**src/acr_cfg.svh**
```systemverilog
// Register offsets, field positions, reset values and counts of the recovery timestamper
`ifndef ACR_CFG_SVH
`define ACR_CFG_SVH
// ----------------------------------------
// Register offsets
// ----------------------------------------
`define ACR_OFF_TIMING 6'h10
`define ACR_OFF_TSCTL 6'h12
`define ACR_OFF_FBDIV 6'h14
`define ACR_OFF_INSEN 6'h16
`define ACR_OFF_INSPOS 6'h17
`define ACR_OFF_CLSOFF 6'h2d
`define ACR_OFF_CLSWR 6'h2e
// ----------------------------------------
// Field positions
// ----------------------------------------
`define ACR_TC_TOP 0
`define ACR_TC_THROTTLE 1
`define ACR_SC_ING_SRC 0
`define ACR_SC_FB_SRC 1
`define ACR_SC_DIV2_HI 15
`define ACR_SC_DIV2_LO 8
`define ACR_IE_TOP 0
`define ACR_IP_NANOSECOND_INSERT_ENABLE 15
`define ACR_IP_OFF_HI 10
`define ACR_IP_OFF_LO 0
`define ACR_WR_STROBE 0
`define ACR_WR_SEL_HI 7
`define ACR_WR_SEL_LO 4
// ----------------------------------------
// Values and counts
// ----------------------------------------
`define ACR_RST_REG 16'h0000
`define ACR_SEL_SEQ_OFF 4'hf
`define ACR_INS_LEN 11'h00a
`define ACR_INS_FIX_HI 11'h008
`define ACR_INS_FIX_LO 11'h009
`endif

```
**src/acr_pkg.sv**
```systemverilog
// Types shared by the recovery timestamper files
package acr_pkg;
	// Register access port
	typedef struct packed {
		logic wr;
		logic [5:0] addr;
		logic [15:0] wdata;
	} acr_reg_req_t;
	// One byte of the ingress packet stream
	typedef struct packed {
		logic valid;
		logic sop;
		logic eop;
		logic [7:0] data;
	} acr_beat_t;
	// Ingress queue entry: timestamp and sequence number
	typedef struct packed {
		logic [31:0] ts_ns;
		logic [15:0] seq;
	} acr_ing_entry_t;
	// Insertion pointer state
	typedef enum logic [2:0] {
		ACR_INS_IDLE = 3'b001,
		ACR_INS_RUN = 3'b010,
		ACR_INS_DONE = 3'b100
	} acr_ins_state_t;
endpackage

```
**src/acr_fb_divider.sv**
```systemverilog
// Two cascaded feedback dividers feeding the feedback timestamper
module acr_fb_divider (
	input wire logic ref_clk, // Datapath clock
	input wire logic rst, // Synchronous reset, active high
	input wire logic enable, // Recovery mode on
	input wire logic edge_in, // Feedback edge pulse
	input wire logic [15:0] div_first, // First divide ratio, 0 or 1 bypasses
	input wire logic [15:0] div_second, // Second divide ratio, 0 or 1 bypasses
	output logic edge_out // Divided edge pulse
);
	import acr_pkg::*;

	logic [2:0] stage_pulse;
	logic [15:0] ratio [2];

	assign stage_pulse[0] = edge_in;
	assign ratio[0] = div_first;
	assign ratio[1] = div_second;

	// ----------------------------------------
	// Divider stages
	// ----------------------------------------
	genvar g;
	generate
		for (g = 0; g < 2; g++) begin : g_stage
			logic [15:0] cnt_reg;
			logic bypass;
			assign bypass = (ratio[g] <= 16'h0001);
			// Count edges, emit one every ratio edges
			always_ff @(posedge ref_clk) begin
				if (rst || !enable || bypass) begin
					cnt_reg <= 16'h0000;
				end else if (stage_pulse[g]) begin
					cnt_reg <= (cnt_reg == ratio[g] - 16'h0001) ? 16'h0000 : cnt_reg + 16'h0001;
				end
			end
			assign stage_pulse[g + 1] = stage_pulse[g] &&
				(bypass || cnt_reg == ratio[g] - 16'h0001);
		end
	endgenerate

	// Registered output pulse
	always_ff @(posedge ref_clk) begin
		if (rst) begin
			edge_out <= 1'b0;
		end else begin
			edge_out <= enable && stage_pulse[2];
		end
	end
endmodule

```
**src/acr_timestamper.sv**
```systemverilog
// Packet and feedback timestamping for adaptive clock recovery
`include "acr_cfg.svh"
module acr_timestamper (
	input wire logic ref_clk, // Datapath clock, 200 MHz
	input wire logic rst, // Synchronous reset, active high
	input acr_pkg::acr_reg_req_t reg_req, // Register write and address
	output logic [15:0] reg_rdata, // Register read data
	input wire logic [31:0] time_ns, // Time engine nanoseconds
	input wire logic fb_edge, // Feedback generator edge pulse
	input wire logic pkt_qual, // Classifier marks packet qualified
	input acr_pkg::acr_beat_t rx_in, // Ingress byte stream in
	output acr_pkg::acr_beat_t rx_out, // Ingress byte stream out
	output logic ing_push, // Ingress queue write strobe
	output acr_pkg::acr_ing_entry_t ing_entry, // Ingress queue entry
	output logic fb_push, // Feedback queue write strobe
	output logic [31:0] fb_ts, // Feedback queue entry
	output logic [10:0] seq_offset // Sequence field offset in use
);
	import acr_pkg::*;

	// ----------------------------------------
	// Registers
	// ----------------------------------------
	logic [15:0] timing_reg, tsctl_reg, fbdiv_reg, insen_reg, inspos_reg, clsoff_reg, clswr_reg;
	logic [15:0] seqoff_reg;
	logic top_mode, throttle, ins_on;
	logic [10:0] ins_off;

	assign top_mode = timing_reg[`ACR_TC_TOP];
	assign throttle = timing_reg[`ACR_TC_THROTTLE];
	assign ins_off = inspos_reg[`ACR_IP_OFF_HI:`ACR_IP_OFF_LO];
	assign ins_on = top_mode && insen_reg[`ACR_IE_TOP] && inspos_reg[`ACR_IP_NANOSECOND_INSERT_ENABLE];
	assign seq_offset = seqoff_reg[10:0];

	// Software writes; write strobe self-clears
	always_ff @(posedge ref_clk) begin
		if (rst) begin
			timing_reg <= `ACR_RST_REG;
			tsctl_reg <= `ACR_RST_REG;
			fbdiv_reg <= `ACR_RST_REG;
			insen_reg <= `ACR_RST_REG;
			inspos_reg <= `ACR_RST_REG;
			clsoff_reg <= `ACR_RST_REG;
			clswr_reg <= `ACR_RST_REG;
		end else begin
			clswr_reg[`ACR_WR_STROBE] <= 1'b0;
			if (reg_req.wr) begin
				unique case (reg_req.addr)
					`ACR_OFF_TIMING: timing_reg <= reg_req.wdata;
					`ACR_OFF_TSCTL: tsctl_reg <= reg_req.wdata;
					`ACR_OFF_FBDIV: fbdiv_reg <= reg_req.wdata;
					`ACR_OFF_INSEN: insen_reg <= reg_req.wdata;
					`ACR_OFF_INSPOS: inspos_reg <= reg_req.wdata;
					`ACR_OFF_CLSOFF: clsoff_reg <= reg_req.wdata;
					`ACR_OFF_CLSWR: clswr_reg <= reg_req.wdata;
					default: ;
				endcase
			end
		end
	end

	// Sequence offset load from classifier offset data
	always_ff @(posedge ref_clk) begin
		if (rst) begin
			seqoff_reg <= `ACR_RST_REG;
		end else if (clswr_reg[`ACR_WR_STROBE] &&
			clswr_reg[`ACR_WR_SEL_HI:`ACR_WR_SEL_LO] == `ACR_SEL_SEQ_OFF) begin
			seqoff_reg <= clsoff_reg;
		end
	end

	// Read back, unmapped offsets read zero
	always_ff @(posedge ref_clk) begin
		if (rst) begin
			reg_rdata <= 16'h0000;
		end else begin
			unique case (reg_req.addr)
				`ACR_OFF_TIMING: reg_rdata <= timing_reg;
				`ACR_OFF_TSCTL: reg_rdata <= tsctl_reg;
				`ACR_OFF_FBDIV: reg_rdata <= fbdiv_reg;
				`ACR_OFF_INSEN: reg_rdata <= insen_reg;
				`ACR_OFF_INSPOS: reg_rdata <= inspos_reg;
				`ACR_OFF_CLSOFF: reg_rdata <= clsoff_reg;
				`ACR_OFF_CLSWR: reg_rdata <= clswr_reg;
				default: reg_rdata <= 16'h0000;
			endcase
		end
	end

	// ----------------------------------------
	// Feedback path
	// ----------------------------------------
	logic fb_div_edge;
	logic [31:0] fb_latest_reg;

	acr_fb_divider u_div (
		.ref_clk(ref_clk),
		.rst(rst),
		.enable(top_mode),
		.edge_in(fb_edge),
		.div_first(fbdiv_reg),
		.div_second({8'h00, tsctl_reg[`ACR_SC_DIV2_HI:`ACR_SC_DIV2_LO]}),
		.edge_out(fb_div_edge)
	);

	// Feedback capture, holding register and queue strobe
	always_ff @(posedge ref_clk) begin
		if (rst) begin
			fb_latest_reg <= 32'h00000000;
			fb_ts <= 32'h00000000;
			fb_push <= 1'b0;
		end else begin
			fb_push <= fb_div_edge && top_mode && !tsctl_reg[`ACR_SC_FB_SRC];
			if (fb_div_edge) begin
				fb_latest_reg <= time_ns;
				fb_ts <= time_ns;
			end
		end
	end

	// ----------------------------------------
	// Ingress capture
	// ----------------------------------------
	logic [10:0] idx_reg, cur_idx;
	logic [31:0] pkt_ts_reg, pkt_fb_reg, cur_ts, cur_fb;
	logic [15:0] seq_reg;
	logic qual_reg, qual_now, allow_reg, ing_ok;

	assign qual_now = qual_reg || pkt_qual;
	assign ing_ok = !throttle || allow_reg;
	assign cur_idx = rx_in.sop ? 11'h000 : idx_reg;
	// Sop byte sees its own timestamps before the registers load
	assign cur_ts = rx_in.sop ? time_ns : pkt_ts_reg;
	assign cur_fb = rx_in.sop ? fb_latest_reg : pkt_fb_reg;

	// Byte index, packet timestamp, qualification
	always_ff @(posedge ref_clk) begin
		if (rst) begin
			idx_reg <= 11'h000;
			pkt_ts_reg <= 32'h00000000;
			pkt_fb_reg <= 32'h00000000;
			qual_reg <= 1'b0;
		end else if (rx_in.valid) begin
			idx_reg <= rx_in.sop ? 11'h001 : idx_reg + 11'h001;
			qual_reg <= !rx_in.eop && top_mode && (rx_in.sop ? pkt_qual : qual_now);
			if (rx_in.sop) begin
				pkt_ts_reg <= time_ns;
				pkt_fb_reg <= fb_latest_reg;
			end
		end
	end

	// Sequence number capture, high byte first
	always_ff @(posedge ref_clk) begin
		if (rst) begin
			seq_reg <= 16'h0000;
		end else if (rx_in.valid) begin
			if (cur_idx == seq_offset) begin
				seq_reg[15:8] <= rx_in.data;
			end else if (cur_idx == seq_offset + 11'h001) begin
				seq_reg[7:0] <= rx_in.data;
			end
		end
	end

	// Queue push at packet end, throttled by feedback entries
	always_ff @(posedge ref_clk) begin
		if (rst) begin
			ing_push <= 1'b0;
			ing_entry <= '0;
			allow_reg <= 1'b0;
		end else begin
			ing_push <= 1'b0;
			if (rx_in.valid && rx_in.eop && qual_now && top_mode && ing_ok &&
				!tsctl_reg[`ACR_SC_ING_SRC]) begin
				ing_push <= 1'b1;
				ing_entry.ts_ns <= pkt_ts_reg;
				ing_entry.seq <= (cur_idx == seq_offset + 11'h001) ? {seq_reg[15:8], rx_in.data}
					: seq_reg;
				allow_reg <= 1'b0;
			end
			if (fb_push) begin
				allow_reg <= 1'b1;
			end
		end
	end

	// ----------------------------------------
	// On-the-fly insertion
	// ----------------------------------------
	function automatic logic [15:0] oc_add(input logic [15:0] a, input logic [15:0] b);
		logic [16:0] s;
		s = {1'b0, a} + {1'b0, b};
		return s[15:0] + {15'h0000, s[16]};
	endfunction

	acr_ins_state_t ins_state;
	logic [10:0] rel;
	logic [15:0] old_sum_reg, new_sum, fix;
	logic [7:0] old_hi_reg, ins_byte;
	logic [79:0] ins_block;

	assign rel = cur_idx - ins_off;
	assign new_sum = oc_add(oc_add(cur_ts[31:16], cur_ts[15:0]),
		oc_add(cur_fb[31:16], cur_fb[15:0]));
	assign fix = oc_add(old_sum_reg, ~new_sum);
	assign ins_block = {cur_ts, cur_fb, fix};
	assign ins_byte = ins_block[8'(79 - 8 * rel) -: 8];

	// Insertion window tracking per packet
	always_ff @(posedge ref_clk) begin
		if (rst) begin
			ins_state <= ACR_INS_IDLE;
		end else if (rx_in.valid) begin
			unique case (ins_state)
				ACR_INS_IDLE: if (rx_in.sop && !rx_in.eop) ins_state <= ACR_INS_RUN;
				ACR_INS_RUN: if (rx_in.eop) ins_state <= ACR_INS_IDLE;
					else if (rel == `ACR_INS_FIX_LO && cur_idx >= ins_off) ins_state <= ACR_INS_DONE;
				ACR_INS_DONE: if (rx_in.eop) ins_state <= ACR_INS_IDLE;
				default: ins_state <= ACR_INS_IDLE;
			endcase
		end
	end

	logic in_win;
	assign in_win = ins_on && qual_now && cur_idx >= ins_off && rel < `ACR_INS_LEN &&
		(rx_in.sop || ins_state == ACR_INS_RUN);

	// Sum of the four words overwritten by the timestamps, not the fix word, for the checksum fix
	always_ff @(posedge ref_clk) begin
		if (rst) begin
			old_sum_reg <= 16'h0000;
			old_hi_reg <= 8'h00;
		end else if (rx_in.valid && in_win && rel < `ACR_INS_FIX_HI) begin
			if (rel[0]) begin
				old_sum_reg <= (rel == 11'h001) ? {old_hi_reg, rx_in.data}
					: oc_add(old_sum_reg, {old_hi_reg, rx_in.data});
			end else begin
				old_hi_reg <= rx_in.data;
			end
		end
	end

	// Stream out, registered, with inserted bytes
	always_ff @(posedge ref_clk) begin
		if (rst) begin
			rx_out <= '0;
		end else begin
			rx_out <= rx_in;
			if (rx_in.valid && in_win) begin
				rx_out.data <= ins_byte;
			end
		end
	end
endmodule

```
**config.mk**
```make
export PLATFORM = sky130hd
export DESIGN_NAME = acr_timestamper
export DESIGN_NICKNAME = d
export VERILOG_FILES = /design/src/acr_pkg.sv /design/src/acr_fb_divider.sv /design/src/acr_timestamper.sv
export VERILOG_INCLUDE_DIRS = /design/src
export SDC_FILE = /design/constraint.sdc
export NUM_CORES = 1
export LEC_CHECK = 0
export BUFFER_PORTS_ARGS = -buffer_cell sky130_fd_sc_hd__buf_2
export CAP_MARGIN = 30
export CORE_UTILIZATION = 36
export CTS_BUF_LIST = sky130_fd_sc_hd__clkbuf_8
export DETAILED_ROUTE_END_ITERATION = 6
export GPL_TIMING_DRIVEN = 1
export SETUP_SLACK_MARGIN = 0.15
export SYNTH_ARGS = -nofsm -noshare
export SYNTH_HDL_FRONTEND = slang
export SYNTH_HIERARCHICAL = 1
export SYNTH_SLANG_ARGS = --single-unit
```
**constraint.sdc**
```tcl
create_clock -name ref_clk -period 39.6 [get_ports ref_clk]
set_input_delay 9.9 -clock ref_clk [delete_from_list [all_inputs] [get_ports ref_clk]]
set_output_delay 9.9 -clock ref_clk [all_outputs]
set_load 0.02 [all_outputs]
```
==> flow_summary.ini <==
[status]
run_status = completed

[clock_network]
insertion_delay_ns = 0.70
ctsResizeCount = 0
cts_htree_levels = 3
tritoncts = yes
cts.path.max_buffers = 3
clockRootBuffer = clkbuf_8
cts_sinks = 385
path_clk_slew_ns = 0.06
cts_buffers = 71
cts_hold_buf = 0
post_cts_buffers = 0

[yosys]
synth-simple-area-share_pct = 20.60
synth_fa_ha_area_share_pct = 6.441
synth_compound_area_share_pct = 20.01
synth.area.top_cells = dfxtp_1 33%, nand2_1 7.0%, ha_1 5.9%, a21oi_1 5.4%, xnor2_1 4.7%
synth_enable_flop_cells = 0
synthArstFlopShare_pct = 0
ys.flop_type = dfxtp_1
ys_seq_area_share_pct = 33.17
syn_avg_cell_area_um2 = 8.327
netlist_instances = 2790
synth_top_area_share_pct = 33.17
synth_area_um2 = 23230
yosysTopAreaCell = dfxtp_1
synth-seq-cells = 385
yosysWarnings = 6
synthMuxAreaShare_pct = 8.277
synth-xor-area-share_pct = 7.701
synth.distinct_cells = 110
synth_top_family_by_area = simple AND/OR/NAND/NOR gates

[placed_design]
io_buffer_count = 189
place.gp.congestion = 0.9385
dp.cells = 3728
dp_hpwl_um = 56980

[setup_path]
worst-path-max-fanout = 62
path_class = in2reg
path_buf_inv = 3
reg2reg_depth = 47
end_kind = flop
r2r_setup_slack_ns = 29.29
crit_path_max_incr_delay_ns = 0.73
startpoint_type = input pin
crit_top_cell = ha_1
crit_slowest_cell = buf_4
rr_endpoint = rx_out[2]
crit_arrival_ns = 20.57
r2r-start = pkt_ts_reg[16]
cp_top_family = compound AO/OA/AOI/OAI gates
required_ns = 40.10

[global_routing]
grt_usage_pct = 22.90
grt_pass1_wl_um = 118500
grt_overflow = 0
grt_max_degree = 102
antenna_found_initial = 6
grt_pass1_vias = 19750

[final_layout]
fin_util_pct = 41.86
fin_nets = 3141
top_register = ing_entry
drive_above_1_share_pct = 15.05
final-instance-count-excl-fill = 3860
synthToLayoutAreaGrowth_pct = 14.27
largest_reg_flops = 48

[drt]
ant_nets = 0
drtPass1Iterations = 6
route.detailed.drc = 0
wl_per_cell_um = 20.05
wl_um = 77400
vias = 21290
viasPerCell = 5.516
first_iter_violations = 1843

[power]
switchingPower_uw = 275.0
pwr-share-clk_pct = 44.0
power.internal_uw = 665.1
leakage_uw = 0.01069
combinationalPowerShare_pct = 14.1
power_density_nw_per_um2 = 35.41
pwr-share-seq_pct = 42.0
swShare_pct = 29.25
ir_worst_vdd_uv = 24.06

[sta]
worst-slew-pin-transition_ns = 1.041
skew_ns = 0.06210
finalMaxSlewViolations = 0
max_freq_mhz = 49.83
finalSetupTns_ns = 0
rsz0062_at_grt = false
slew_headroom_pct = 30.26
setup_viol = 0
fin_hold_ws_ns = 0.4246
period_share_pct = 50.68
hold_viol_final = 0
min_period_ns = 20.07

[floorplanning]
die_area_um2 = 65560
die_y_um = 256.0
fp.dieW_um = 256.0
fp-row-count = 92
initial_core_util_pct = 36.63
coreArea_um2 = 63430
io_pins = 190

[hold_path]
min_to = ing_entry[12]
holdPathStages = 2
hp-start = seq_reg[12]
hold_path_class = reg2reg

[flow_run]
cap_violations = 0
synthesized netlist by cell type, types with 15 or more instances:
cell type	instances
nor3_1	46
ha_1	110
nand3_1	55
and2_1	23
a22o_1	65
a22oi_1	35
clkbuf_1	105
a222oi_1	16
nand4_1	29
nand2_1	433
o211ai_1	15
o21ai_0	55
nor2_1	223
inv_1	74
mux2_2	71
a21o_1	26
mux2i_1	104
buf_1	16
xnor2_1	125
and3_1	28
a21oi_1	253
a211oi_1	26
nor4_1	23
buf_2	19
or3_1	17
nor2b_1	24
nand2b_1	21
xor2_1	69
a31oi_1	28
o31ai_1	25
dfxtp_1	385
logic make-up after synthesis:
logic type | after synthesis
adder cells (fa/ha/maj) | 116
multiplexers | 179
other | 1
AND/OR/NAND/NOR | 1010
flip-flops | 385
XOR/XNOR | 198
AO/OA/AOI/OAI | 680
buffers and inverters | 221
per-layer routing:
| metal | part of all wire [%] | global-route usage, % | routed length [um] | vias up |
|---|---|---|---|---|
| met1 | 46 | 31.37 | 35620 | 10120 |
| met5 | 0 | 0 | 0 | - |
| li1 | - | - | - | 10370 |
| met3 | 5.5 | 3.268 | 4248 | 117 |
| met2 | 46 | 37.33 | 35820 | 688 |
| met4 | 2.2 | 6.337 | 1704 | 0 |
per-stage QoR:
step                      area [um^2]  total power [uW]  worst slack, ns
final                           26550             940.1            19.53
after CTS                       26540             948.7            19.65
after floorplan                 23330             493.2            19.86
after detailed placement        25000             532.4            18.98
after global placement          24940             533.0            19.20
after global routing            26550             978.5            18.70
power by group through the flow:
stage / Combinational (uW) / Sequential (uW) / Clock, uW
floorplan: 91.0 / 402 / 0
global placement: 130 / 403 / 0
detailed placement: 130 / 403 / 0
CTS: 130 / 394 / 424
global route: 143 / 395 / 441
finish: 132 / 395 / 413
worst max path at each step:
stage               startpoint        end  depth (start not counted)
floorplan             rx_in[9]  rx_out[2]                         51
global placement      rx_in[9]  rx_out[2]                         48
detailed placement    rx_in[9]  rx_out[2]                         48
CTS                   rx_in[9]  rx_out[2]                         48
global route          rx_in[9]  rx_out[6]                         48
finish                rx_in[9]  rx_out[2]                         48
worst reg2reg max path, delay by kind of cell (launching register included):
family	cells	cell delay, ns
buf+inv	1	0.06
flops	1	0.39
simple gates	14	2.17
fa+ha+maj	10	2.85
xor+xnor	2	0.34
mux	3	0.95
compound gates	17	3.36
final cells by class:
class	instances	area (um^2)
diodes	5	12.51
clock buffers	91	1252
clock inverters	36	285.3
fillers	6412	36880
inverters	77	289.0
multi-input cells	2209	14780
flip-flops and latches	385	7709
well taps	846	1059
repair buffers	211	1160
layout by cell type (no fill, tap or decap), types with 11 or more instances in the layout:
| cell | n |
|---|---|
| nand2_1 | 433 |
| dfxtp_1 | 384 |
| a21oi_1 | 252 |
| nor2_1 | 223 |
| buf_2 | 187 |
| xnor2_1 | 125 |
| ha_1 | 110 |
| mux2i_1 | 104 |
| inv_1 | 94 |
| clkbuf_8 | 91 |
| mux2_2 | 71 |
| xor2_1 | 69 |
| a22o_1 | 65 |
| o21ai_0 | 55 |
| nand3_1 | 55 |
| nor3_1 | 44 |
| a22oi_1 | 35 |
| nand4_1 | 29 |
| and3_1 | 28 |
| a31oi_1 | 28 |
| a211oi_1 | 26 |
| a21o_1 | 26 |
| conb_1 | 26 |
| o31ai_1 | 25 |
| nor2b_1 | 24 |
| and2_1 | 22 |
| nand2b_1 | 21 |
| nor4_1 | 21 |
| buf_4 | 20 |
| or3_1 | 17 |
| a222oi_1 | 16 |
| o211ai_1 | 15 |
| o21bai_1 | 14 |
| or4_1 | 13 |
| nor3b_1 | 11 |
Note: power is estimated with default switching activity, not from simulation.
